**src/hw/pic_pkg.sv**
```systemverilog
package pic_pkg;
  // Source space: the low sources are software settable, the rest are wired requests.
  localparam int NSRC = 128;
  localparam int NSW = 8;
  localparam int PRIO_W = 4;
  localparam int IDX_W = 7;
  localparam int VEC_W = 9;
  localparam int STK_DEPTH = 16;
  localparam int STK_PTR_W = 5;
  localparam int ADDR_W = 12;

  // Register byte offsets; priority words fill 0x400 to 0x5fc, one per source.
  localparam logic [11:0] OFF_CPR = 12'h000;
  localparam logic [11:0] OFF_VEC = 12'h004;
  localparam logic [11:0] OFF_EOI = 12'h008;
  localparam logic [11:0] OFF_SWSET = 12'h00c;
  localparam logic [11:0] OFF_EVT = 12'h010;
  localparam logic [11:0] OFF_EVMASK = 12'h014;
  localparam logic [2:0] PRIO_PAGE = 3'h2;

  // Field positions.
  localparam int SW_CLR_LSB = 8;
  localparam int VEC_PEND_BIT = 16;
  localparam int VEC_DEPTH_LSB = 24;
  localparam int EV_NMI = 0;
  localparam int EV_ACK = 1;
  localparam int EV_STK = 2;
  localparam int EV_W = 3;

  // Reset values.
  localparam logic [3:0] CPR_RST = 4'h0;
  localparam logic [3:0] PRIO_RST = 4'h0;
  localparam logic [2:0] EVMASK_RST = 3'h0;

  typedef enum {PIC_IDLE, PIC_PRESENT} pic_req_state_t;

  // True when a byte address falls in the per-source priority page.
  function automatic logic pic_is_prio(input logic [11:0] addr);
    return addr[11:9] == PRIO_PAGE;
  endfunction
endpackage
```
**src/hw/pic_arbiter.sv**
```systemverilog
`timescale 1ns/1ns
`default_nettype none
module pic_arbiter (
  input wire logic [127:0] pend,
  input wire logic [511:0] prio_flat,
  input wire logic [3:0] cur,
  output logic found,
  output logic [6:0] idx,
  output logic [3:0] lvl
);
  // Scan from the top index down with >= so that on equal levels the lowest index wins.
  always_comb begin
    logic [3:0] p;
    p = 4'h0;
    found = 1'b0;
    idx = 7'h00;
    lvl = 4'h0;
    for (int i = pic_pkg::NSRC - 1; i >= 0; i--) begin
      p = prio_flat[i*pic_pkg::PRIO_W +: pic_pkg::PRIO_W];
      if (pend[i] && (p > cur) && (p >= lvl)) begin
        found = 1'b1;
        idx = 7'(i);
        lvl = p;
      end
    end
  end
endmodule
`default_nettype wire

```
**src/hw/pic_controller.sv**
```systemverilog
// Notes on behaviour
// Up to 128 sources, each presented to the core as its own 9-bit vector.
// Sixteen levels per source; ties inside a level go to the lowest index.
// Each source's level is software programmable and used in every decision.
// Only requests above the current level interrupt; lower ones wait.
// Writable current level masks every request at or below it.
// Eight software-set sources arbitrate exactly like wired requests.
// Non-maskable input drives the critical interrupt directly, bypassing all arbitration.
// Request and vector hold until acknowledge; acknowledge raises current level.
//
// The register addresses and register access over Avalon-MM were chosen for this implementation.
`timescale 1ns/1ns
`default_nettype none
module pic_controller (
  input wire logic sys_clk,
  input wire logic arst_n,
  input wire logic [11:0] avs_address,
  input wire logic avs_read,
  input wire logic avs_write,
  input wire logic [31:0] avs_writedata,
  output logic [31:0] avs_readdata,
  output logic avs_waitrequest,
  input wire logic [127:8] hw_irq,
  input wire logic nmi_in,
  output logic core_irq,
  output logic [8:0] core_vector,
  input wire logic core_ack,
  output logic core_crit,
  output logic irq_out
);
  logic bus_done;
  logic next_bus_done;
  logic [31:0] next_readdata;
  logic wr_en;
  logic [3:0] cpr;
  logic [3:0] next_cpr;
  logic [7:0] sw_flag;
  logic [7:0] next_sw_flag;
  logic [2:0] ev_status;
  logic [2:0] next_ev_status;
  logic [2:0] ev_mask;
  logic [2:0] next_ev_mask;
  logic [2:0] ev_set;
  logic nmi_q;
  logic [3:0] prio_mem [pic_pkg::NSRC];
  logic [511:0] prio_flat;
  logic [127:0] pend;
  logic win_found;
  logic [6:0] win_idx;
  logic [3:0] win_lvl;
  pic_pkg::pic_req_state_t state;
  pic_pkg::pic_req_state_t next_state;
  logic [6:0] req_idx;
  logic [6:0] next_req_idx;
  logic [3:0] req_lvl;
  logic [3:0] next_req_lvl;
  logic ack_take;
  logic eoi_wr;
  logic [3:0] stk_top;
  logic [4:0] stk_depth;
  logic stk_err;

  // Every access waits exactly one cycle, which keeps read data registered.
  assign avs_waitrequest = (avs_read || avs_write) && !bus_done;
  assign wr_en = avs_write && bus_done;
  assign eoi_wr = wr_en && (avs_address == pic_pkg::OFF_EOI);

  // Bus phase and read data are computed in the waiting cycle and held at the answer.
  always_comb begin
    next_bus_done = (avs_read || avs_write) && !bus_done;
    next_readdata = avs_readdata;
    if (avs_read && !bus_done) begin
      next_readdata = 32'h0000_0000;
      case (avs_address)
        pic_pkg::OFF_CPR: next_readdata[3:0] = cpr;
        pic_pkg::OFF_VEC: begin
          next_readdata[8:0] = core_vector;
          next_readdata[pic_pkg::VEC_PEND_BIT] = core_irq;
          next_readdata[pic_pkg::VEC_DEPTH_LSB +: 5] = stk_depth;
        end
        pic_pkg::OFF_SWSET: next_readdata[7:0] = sw_flag;
        pic_pkg::OFF_EVT: next_readdata[2:0] = ev_status;
        pic_pkg::OFF_EVMASK: next_readdata[2:0] = ev_mask;
        default: begin
          if (pic_pkg::pic_is_prio(avs_address)) begin
            next_readdata[3:0] = prio_mem[avs_address[8:2]];
          end
        end
      endcase
    end
  end

  always_ff @(posedge sys_clk or negedge arst_n) begin
    if (!arst_n) begin
      bus_done <= 1'b0;
      avs_readdata <= 32'h0000_0000;
    end else begin
      bus_done <= next_bus_done;
      avs_readdata <= next_readdata;
    end
  end

  // Per-source levels; software may retune any source at any time.
  always_ff @(posedge sys_clk or negedge arst_n) begin
    if (!arst_n) begin
      for (int i = 0; i < pic_pkg::NSRC; i++) begin
        prio_mem[i] <= pic_pkg::PRIO_RST;
      end
    end else if (wr_en && pic_pkg::pic_is_prio(avs_address)) begin
      prio_mem[avs_address[8:2]] <= avs_writedata[3:0];
    end
  end

  // Software flags: low byte of a write sets, next byte clears; a set wins a clash.
  always_comb begin
    next_sw_flag = sw_flag;
    if (wr_en && (avs_address == pic_pkg::OFF_SWSET)) begin
      next_sw_flag = (sw_flag & ~avs_writedata[pic_pkg::SW_CLR_LSB +: 8])
        | avs_writedata[7:0];
    end
  end

  always_ff @(posedge sys_clk or negedge arst_n) begin
    if (!arst_n) begin
      sw_flag <= 8'h00;
    end else begin
      sw_flag <= next_sw_flag;
    end
  end

  // Software flags occupy the lowest indices, so they win ties inside a level.
  always_comb begin
    pend = {hw_irq, sw_flag};
    for (int i = 0; i < pic_pkg::NSRC; i++) begin
      prio_flat[i*pic_pkg::PRIO_W +: pic_pkg::PRIO_W] = prio_mem[i];
    end
  end

  pic_arbiter u_arb (
    .pend(pend),
    .prio_flat(prio_flat),
    .cur(cpr),
    .found(win_found),
    .idx(win_idx),
    .lvl(win_lvl)
  );

  // Once presented, the vector is frozen; a later higher request waits for the
  // acknowledge rather than swapping the vector under the core.
  always_comb begin
    next_state = state;
    next_req_idx = req_idx;
    next_req_lvl = req_lvl;
    ack_take = 1'b0;
    case (state)
      pic_pkg::PIC_IDLE: begin
        if (win_found) begin
          next_state = pic_pkg::PIC_PRESENT;
          next_req_idx = win_idx;
          next_req_lvl = win_lvl;
        end
      end
      pic_pkg::PIC_PRESENT: begin
        if (core_ack) begin
          ack_take = 1'b1;
          next_state = pic_pkg::PIC_IDLE;
        end
      end
      default: next_state = pic_pkg::PIC_IDLE;
    endcase
  end

  always_ff @(posedge sys_clk or negedge arst_n) begin
    if (!arst_n) begin
      state <= pic_pkg::PIC_IDLE;
      req_idx <= 7'h00;
      req_lvl <= 4'h0;
    end else begin
      state <= next_state;
      req_idx <= next_req_idx;
      req_lvl <= next_req_lvl;
    end
  end

  assign core_irq = state == pic_pkg::PIC_PRESENT;
  assign core_vector = {2'b00, req_idx};

  // Current level: acknowledge beats end of service, which beats a plain write.
  always_comb begin
    next_cpr = cpr;
    if (ack_take) begin
      next_cpr = req_lvl;
    end else if (eoi_wr) begin
      if (stk_depth != 5'h00) begin
        next_cpr = stk_top;
      end
    end else if (wr_en && (avs_address == pic_pkg::OFF_CPR)) begin
      next_cpr = avs_writedata[3:0];
    end
  end

  always_ff @(posedge sys_clk or negedge arst_n) begin
    if (!arst_n) begin
      cpr <= pic_pkg::CPR_RST;
    end else begin
      cpr <= next_cpr;
    end
  end

  pic_level_stack u_stk (
    .sys_clk(sys_clk),
    .arst_n(arst_n),
    .push(ack_take),
    .pop(eoi_wr),
    .push_lvl(cpr),
    .top(stk_top),
    .depth(stk_depth),
    .err(stk_err)
  );

  // Sticky events, write one to clear, set wins over a simultaneous clear.
  always_comb begin
    ev_set = 3'h0;
    ev_set[pic_pkg::EV_NMI] = nmi_in && !nmi_q;
    ev_set[pic_pkg::EV_ACK] = ack_take;
    ev_set[pic_pkg::EV_STK] = stk_err;
    next_ev_status = ev_status | ev_set;
    next_ev_mask = ev_mask;
    if (wr_en && (avs_address == pic_pkg::OFF_EVT)) begin
      next_ev_status = (ev_status & ~avs_writedata[2:0]) | ev_set;
    end
    if (wr_en && (avs_address == pic_pkg::OFF_EVMASK)) begin
      next_ev_mask = avs_writedata[2:0];
    end
  end

  // The critical line is only one flop behind its pin and sees no mask or level.
  always_ff @(posedge sys_clk or negedge arst_n) begin
    if (!arst_n) begin
      nmi_q <= 1'b0;
      ev_status <= 3'h0;
      ev_mask <= pic_pkg::EVMASK_RST;
    end else begin
      nmi_q <= nmi_in;
      ev_status <= next_ev_status;
      ev_mask <= next_ev_mask;
    end
  end

  assign core_crit = nmi_q;
  assign irq_out = |(ev_status & ev_mask);
endmodule
`default_nettype wire

```
**src/hw/pic_level_stack.sv**
```systemverilog
`timescale 1ns/1ns
`default_nettype none
module pic_level_stack (
  input wire logic sys_clk,
  input wire logic arst_n,
  input wire logic push,
  input wire logic pop,
  input wire logic [3:0] push_lvl,
  output logic [3:0] top,
  output logic [4:0] depth,
  output logic err
);
  logic [3:0] mem [pic_pkg::STK_DEPTH];
  logic [4:0] next_depth;
  logic full;
  logic empty;
  logic swap;

  assign full = depth == 5'(pic_pkg::STK_DEPTH);
  assign empty = depth == 5'h00;
  // On a non-empty stack, an end of service and an acknowledge in one cycle cancel out: the level that the
  // pop would restore is the one the new routine must save, so the stack stays put.
  assign swap = push && pop && !empty;
  assign top = empty ? pic_pkg::CPR_RST : mem[4'(depth - 5'h01)];
  // A push when full or a pop when empty is dropped and reported, so nesting never wraps.
  assign err = (push && full && !swap) || (pop && empty);

  // Depth follows pushes and pops; a swap leaves it as it is.
  always_comb begin
    next_depth = depth;
    if (swap) begin
      next_depth = depth;
    end else if (push && !full) begin
      next_depth = depth + 5'h01;
    end else if (pop && !empty) begin
      next_depth = depth - 5'h01;
    end
  end

  // Saved levels are stored only on a real push.
  always_ff @(posedge sys_clk or negedge arst_n) begin
    if (!arst_n) begin
      depth <= 5'h00;
      for (int i = 0; i < pic_pkg::STK_DEPTH; i++) begin
        mem[i] <= pic_pkg::CPR_RST;
      end
    end else begin
      depth <= next_depth;
      if (push && !full && !swap) begin
        mem[4'(depth)] <= push_lvl;
      end
    end
  end
endmodule
`default_nettype wire

```
**config.mk**
```make
export PLATFORM = sky130hd
export DESIGN_NAME = pic_controller
export DESIGN_NICKNAME = d
export VERILOG_FILES = /design/src/hw/pic_pkg.sv /design/src/hw/pic_arbiter.sv /design/src/hw/pic_controller.sv /design/src/hw/pic_level_stack.sv
export SDC_FILE = /design/constraint.sdc
export NUM_CORES = 2
export LEC_CHECK = 0
export BUFFER_PORTS_ARGS = -buffer_cell sky130_fd_sc_hd__buf_2
export CORE_MARGIN = 2
export CORE_UTILIZATION = 70
export CTS_CLUSTER_SIZE = 12
export DETAILED_ROUTE_END_ITERATION = 10
export PLACE_DENSITY_LB_ADDON = 0.15
export RECOVER_POWER = 100
export SYNTH_ARGS = -nofsm -noshare
export SYNTH_HDL_FRONTEND = slang
export SYNTH_SLANG_ARGS = --single-unit
```
**constraint.sdc**
```tcl
create_clock -name sys_clk -period 573.6 [get_ports sys_clk]
set_clock_uncertainty 0.05 [all_clocks]
set_input_delay 28.68 -clock sys_clk [delete_from_list [all_inputs] [get_ports sys_clk]]
set_output_delay 28.68 -clock sys_clk [all_outputs]
set_load 0.005 [all_outputs]
```
Word level (Yosys, flattened, before mapping)
Index checks and enable logic that the tools add are counted.
Operators by class
  add/subtract/negate cells: 2
  multiply operators: 0
  divide/modulo/power cells: 0
  order comparisons: 261
  equality and inequality tests: 12
  shift-type cells: 0
  multiplexer cells: 415
  bitwise logic cells: 12
  reduce and logical (&&, ||, !) cells: 295
Operators with widths (count)
  $mux 7: 128
  $mux 4: 140
  $bwmux 512: 1
  $gt 4x4->1: 128
  $ge 4x4->1: 127
  $logic_and 1x1->1: 276
  $mux 1: 131
  $bwmux 64: 1
  $mux 32: 2
  $pmux 32 s2: 1
  $eq 32x1->1 const B: 1
  $eq 32x2->1 const B: 1
  $logic_not 32->1: 1
  $bmux 4 s7: 1
  $demux 4 s7: 1
  $eq 12x4->1 const B: 2
  $eq 12x5->1 const B: 2
  $bmux 4 s4: 1
  $demux 4 s4: 1
  $mux 5: 3
  $pmux 3 s5: 1
  $eq 12x3->1 const B: 1
  $logic_not 12->1: 1
  $ge 5x5->1 const B: 2
  other kinds (32): 43
Word-level totals
  flip-flop bits (word level): 658
  latch bits: 0
  memory bits (writable): 0
  ROM bits: 0
  output and inout port bits: 45
  word-level logic and storage cells: 1152
  memories: 0

Logic depth before layout (Yosys ltp)
  depth in word-level cells: 387
  mapped depth: 1056
  gate-level depth less buffers: 1027

Cells and area by module
A second synthesis with hierarchy kept.
Second synthesis, totals
  cell total of the unflattened synthesis: 7279
  area, all modules: 66541.3 sq um
Modules (own cells, without submodules)
  pic_arbiter: times used 1, cells an instance 5127, area an instance 36802.8 sq um, sequential area each 0.0 sq um
  pic_controller: times used 1, cells an instance 1893, area an instance 26213.9 sq um, sequential area each 13963.4 sq um
  pic_level_stack: times used 1, cells an instance 259, area an instance 3524.6 sq um, sequential area each 1726.7 sq um

Worst setup path before layout
No wires, ideal clock.
  path kind: input port to flip-flop
  start point: input port hw_irq[127] (netlist name)
  end point: register req_idx[0]
  setup time: 76 ps
  arrival time: 213963 ps
  setup slack: 359511 ps
  cell stages on the path: 996
  path buffers: 33
  cells stage by stage: nand2_1 -> a21oi_2 -> and2_1 -> ha_1 -> nand2b_1 -> a211o_1 -> a21oi_4 -> or3_1 -> clkbuf_1 -> mux2i_1 -> inv_1 -> ha_1 -> nand2b_1 -> a21o_1 -> or2_2 -> a31oi_1 -> o21ai_0 -> and2_1 -> [... 960 more ...] -> nor3_1 -> clkbuf_1 -> a221oi_1 -> a21oi_1 -> a21o_1 -> ha_1 -> nand2b_1 -> a21o_1 -> a21o_1 -> a21oi_1 -> nor3_1 -> nor2_1 -> and4bb_1 -> and2b_1 -> a21o_1 -> buf_4 -> or2_2 -> o21ai_1
Between the ends
  cells in the longest elaborated chain, start to end: 385
  elaborated cells on any way between the ends: 640
  classes of those cells: 127 x order compare; 383 x mux; 130 x reduce/logical
Ends and longest elaborated chain
  from (decl): RTL line pic_controller.sv:23  | input wire logic [127:8] hw_irq,
  $logic_and 1x1->1 (*) (2 in a row): RTL line pic_arbiter.sv:20  | if (pend[i] && (p > cur) && (p >= lvl)) begin
  $mux 4: RTL line pic_arbiter.sv:20
  $ge 4x4->1: RTL line pic_arbiter.sv:20
  $logic_and 1x1->1: RTL line pic_arbiter.sv:20
  $mux 4: RTL line pic_arbiter.sv:20
  $ge 4x4->1: RTL line pic_arbiter.sv:20
  $logic_and 1x1->1: RTL line pic_arbiter.sv:20
  $mux 4: RTL line pic_arbiter.sv:20
  [... 368 more ...]
  $mux 4: RTL line pic_arbiter.sv:20
  $ge 4x4->1: RTL line pic_arbiter.sv:20
  $logic_and 1x1->1: RTL line pic_arbiter.sv:20
  $mux 4: RTL line pic_arbiter.sv:20
  $ge 4x4->1: RTL line pic_arbiter.sv:20
  $logic_and 1x1->1: RTL line pic_arbiter.sv:20
  $mux 1: RTL line pic_arbiter.sv:20
  $reduce_and 2->1 (no source line)
  to (signal assigned): RTL line pic_controller.sv:180  | req_idx <= next_req_idx;
  to (decl): RTL line pic_controller.sv:53  | logic [6:0] req_idx;
Mark *: on every way between the ends. The rest lies on a longest branch, timed or not.
A chain may end at the register's enable or synchronous reset.

==> flow_metrics.env <==
export IMPL_outcome="finished, violations left"
export IMPL_violations="max-capacitance violations, max-slew violations"
export IMPL_async_flop_share=1.00
export IMPL_dr_total_vias=59600
export IMPL_cp_max_fo=121
export IMPL_clockBufferDepth=3
export IMPL_drtAntennaViolNets=0
export IMPL_hold_class="flip-flop to flip-flop"
export IMPL_reg2reg_slack_ns=348.27
export IMPL_max_freq_mhz=3.97
export IMPL_post_cts_buffers=0
export IMPL_netlist_top_cells_area="dfrtp_1, ha_1, mux2_2"
export IMPL_critical_path_class="input port to async pin"
export IMPL_io_buffers=178
export IMPL_cts_tree="yes"
export IMPL_grt_pass1_wl_mm=323
export IMPL_cpLargestDelayFamily="buffers and inverters"
export IMPL_drt_initial_drc_count=6354
export IMPL_startpoint_type="input port"
export IMPL_yosysWarningCount=0
export IMPL_ctsResizeCount=0
export IMPL_wirelength_mm=208
export IMPL_clk_latency_ns=0.67
export IMPL_die_y_um=307
export IMPL_dpl_hpwl_mm=150
export IMPL_fin_nets=8307
export IMPL_cp_endpoint="prio_flat[150]"
export IMPL_timing_hold_ws_ns=0.425
export IMPL_ys_flop_type="dfrtp_1"
export IMPL_seq_area_frac_synth=0.244
export IMPL_cp_required_ns=573.45
export IMPL_end_kind="async pin"
export IMPL_post_route_period_util=0.439
export IMPL_crit_slowest_cell="clkbuf_1"
export IMPL_clock_sinks=627
export IMPL_placed_cell_area_um2=66400
export IMPL_postCtsHoldBufs=0
export IMPL_path_cells="clkbuf_1 > clkbuf_1 > clkbuf_1 > clkbuf_1"
export IMPL_gp_congestion=0.994
export IMPL_first_pass_iters=6
export IMPL_cp_num_buf_inv=4
export IMPL_min_period_ns=251.90
export IMPL_max_cap_viol_count=19
export IMPL_rows=111
export IMPL_hold_violations=0
export IMPL_synth_edf_count=0
export IMPL_multi_input_area_um2=46300
export IMPL_tightest_slew_ns=6.63
export IMPL_root_buffer="clkbuf_16"
export IMPL_seqCellArea_um2=15700
export IMPL_ys_ff_latch=627
export IMPL_slew_headroom=-3.42
export IMPL_grt_usage=0.436
export IMPL_critical_path_max_stage_delay_ns=4.51
export IMPL_cp_depth=4
export IMPL_vias_per_cell=7.01
export IMPL_core_area_um2=91400
export IMPL_nFillCells=6794
export IMPL_grt_overflow=0
export IMPL_ys_types=132
export IMPL_cp_common_cell="clkbuf_1"
export IMPL_antenna_found_initial=14
export IMPL_layout_common_cells="ha_1, nand2_1, dfrtp_1"
export IMPL_synth_top_area_frac=0.244
export IMPL_rsz0062_at_grt="false"
export IMPL_cts_htree_levels=3
export IMPL_syn_to_final_growth_pct=7.54
export IMPL_synthCells=7092
export IMPL_avgSynthCellArea_um2=9.06
export IMPL_grt_pass1_vias=57300
export IMPL_slew_viol_final=791
export IMPL_clkTransAtPathRegs_ns=0.06
export IMPL_drc=0
export IMPL_setup_viol=0
export IMPL_netlist_area_um2=64300
export IMPL_crit_arrival_ns=41.21
export IMPL_grt_max_degree=122
export IMPL_numCtsBuffers=79
export IMPL_die_area_um2=94300
export IMPL_wl_per_cell_um=24.5
export IMPL_fin_area_um2=69100
export IMPL_fp_dieW_um=307
export IMPL_drive_gt1_frac=0.163
export IMPL_fin_tns_setup_ns=0
export IMPL_yosysTopAreaCell="dfrtp_1"
export IMPL_critPathLaunch="arst_n"
export IMPL_initial_core_util=0.703
export IMPL_mostFrequentLayoutCell="ha_1"
export IMPL_io_pins=215
-- synthesized netlist by cell type, types with 14 or more instances --
cell type,number
nor2_1,475
or2_2,34
o221a_2,24
a21o_1,150
clkbuf_1,143
o21ai_1,43
mux4_2,184
o21a_1,143
nand2_1,721
o31a_1,26
a22o_1,16
nand2b_1,266
ha_1,898
a21boi_0,30
o21bai_1,14
a22oi_1,21
and2_1,87
o21ai_0,473
o2111ai_1,17
dfrtp_1,627
o22ai_1,42
nand3_1,91
nor2b_1,151
mux2i_1,47
a221o_1,15
a221oi_1,21
maj3_1,18
inv_1,417
a21oi_1,410
a31oi_1,48
a311oi_1,17
o211ai_1,93
o211a_1,38
buf_1,22
a211oi_1,43
nand4_1,130
mux2_2,509
a211o_1,22
nor3_1,93
and3_1,34
buf_4,22
o221ai_1,22
or3_1,29
o31ai_1,51
-- worst paths after layout --
path	start	end	depth (start not counted)
worst max register to register	cpr[3]	req_lvl[3]	972
worst min-delay path	avs_readdata[16]	avs_readdata[16]	2
min in group asynchronous	arst_n	u_stk.mem[21]	1
worst min register to register	avs_readdata[16]	avs_readdata[16]	2
-- area by class of cell --
type / instances / area share
multi-input combinational: 5874 / 0.669
sequential: 627 / 0.227
clock buffer: 101 / 0.0326
inverter: 419 / 0.0230
tap: 1186 / 0.0215
timing repair buffer: 238 / 0.0184
clock inverter: 42 / 0.00804
antenna: 7 / 0.000253
-- through the flow --
stage                     std cells   util  worst slack [ns]
after detailed placement       8344  0.727            330.49
after floorplan                7111      -            359.51
after global routing           8488  0.756            305.08
final                          8494  0.756            321.70
after global placement         8344  0.727            334.42
after CTS                      8487  0.758            330.09
-- metal layers --
metal,global-route usage,vias to the layer above,part of all wire
met2,0.676,3078,0.44
met1,0.566,28800,0.39
li1,-,26900,-
met3,0.0988,732,0.10
met5,0,-,0.0010
met4,0.239,18,0.061
-- state kept, by name, summed over array words and instances (netlist names), 4 cells and up --
signal / flops
req_idx: 7
u_stk.depth: 5
cpr: 4
req_lvl: 4
prio_flat: 512
sw_flag: 8
avs_readdata: 14
u_stk.mem: 64
-- kinds of logic after synthesis --
family | synth area share
AO/OA/AOI/OAI | 0.212
multiplexers | 0.161
buffers and inverters | 0.0371
flip-flops | 0.244
other | 0.0000583
XOR/XNOR | 0.000954
AND/OR/NAND/NOR | 0.167
adder cells (fa/ha/maj) | 0.178
Power is left out: the tool's default activity adds up to more than one toggle a clock period on the data nets, which glitch-free logic cannot reach.
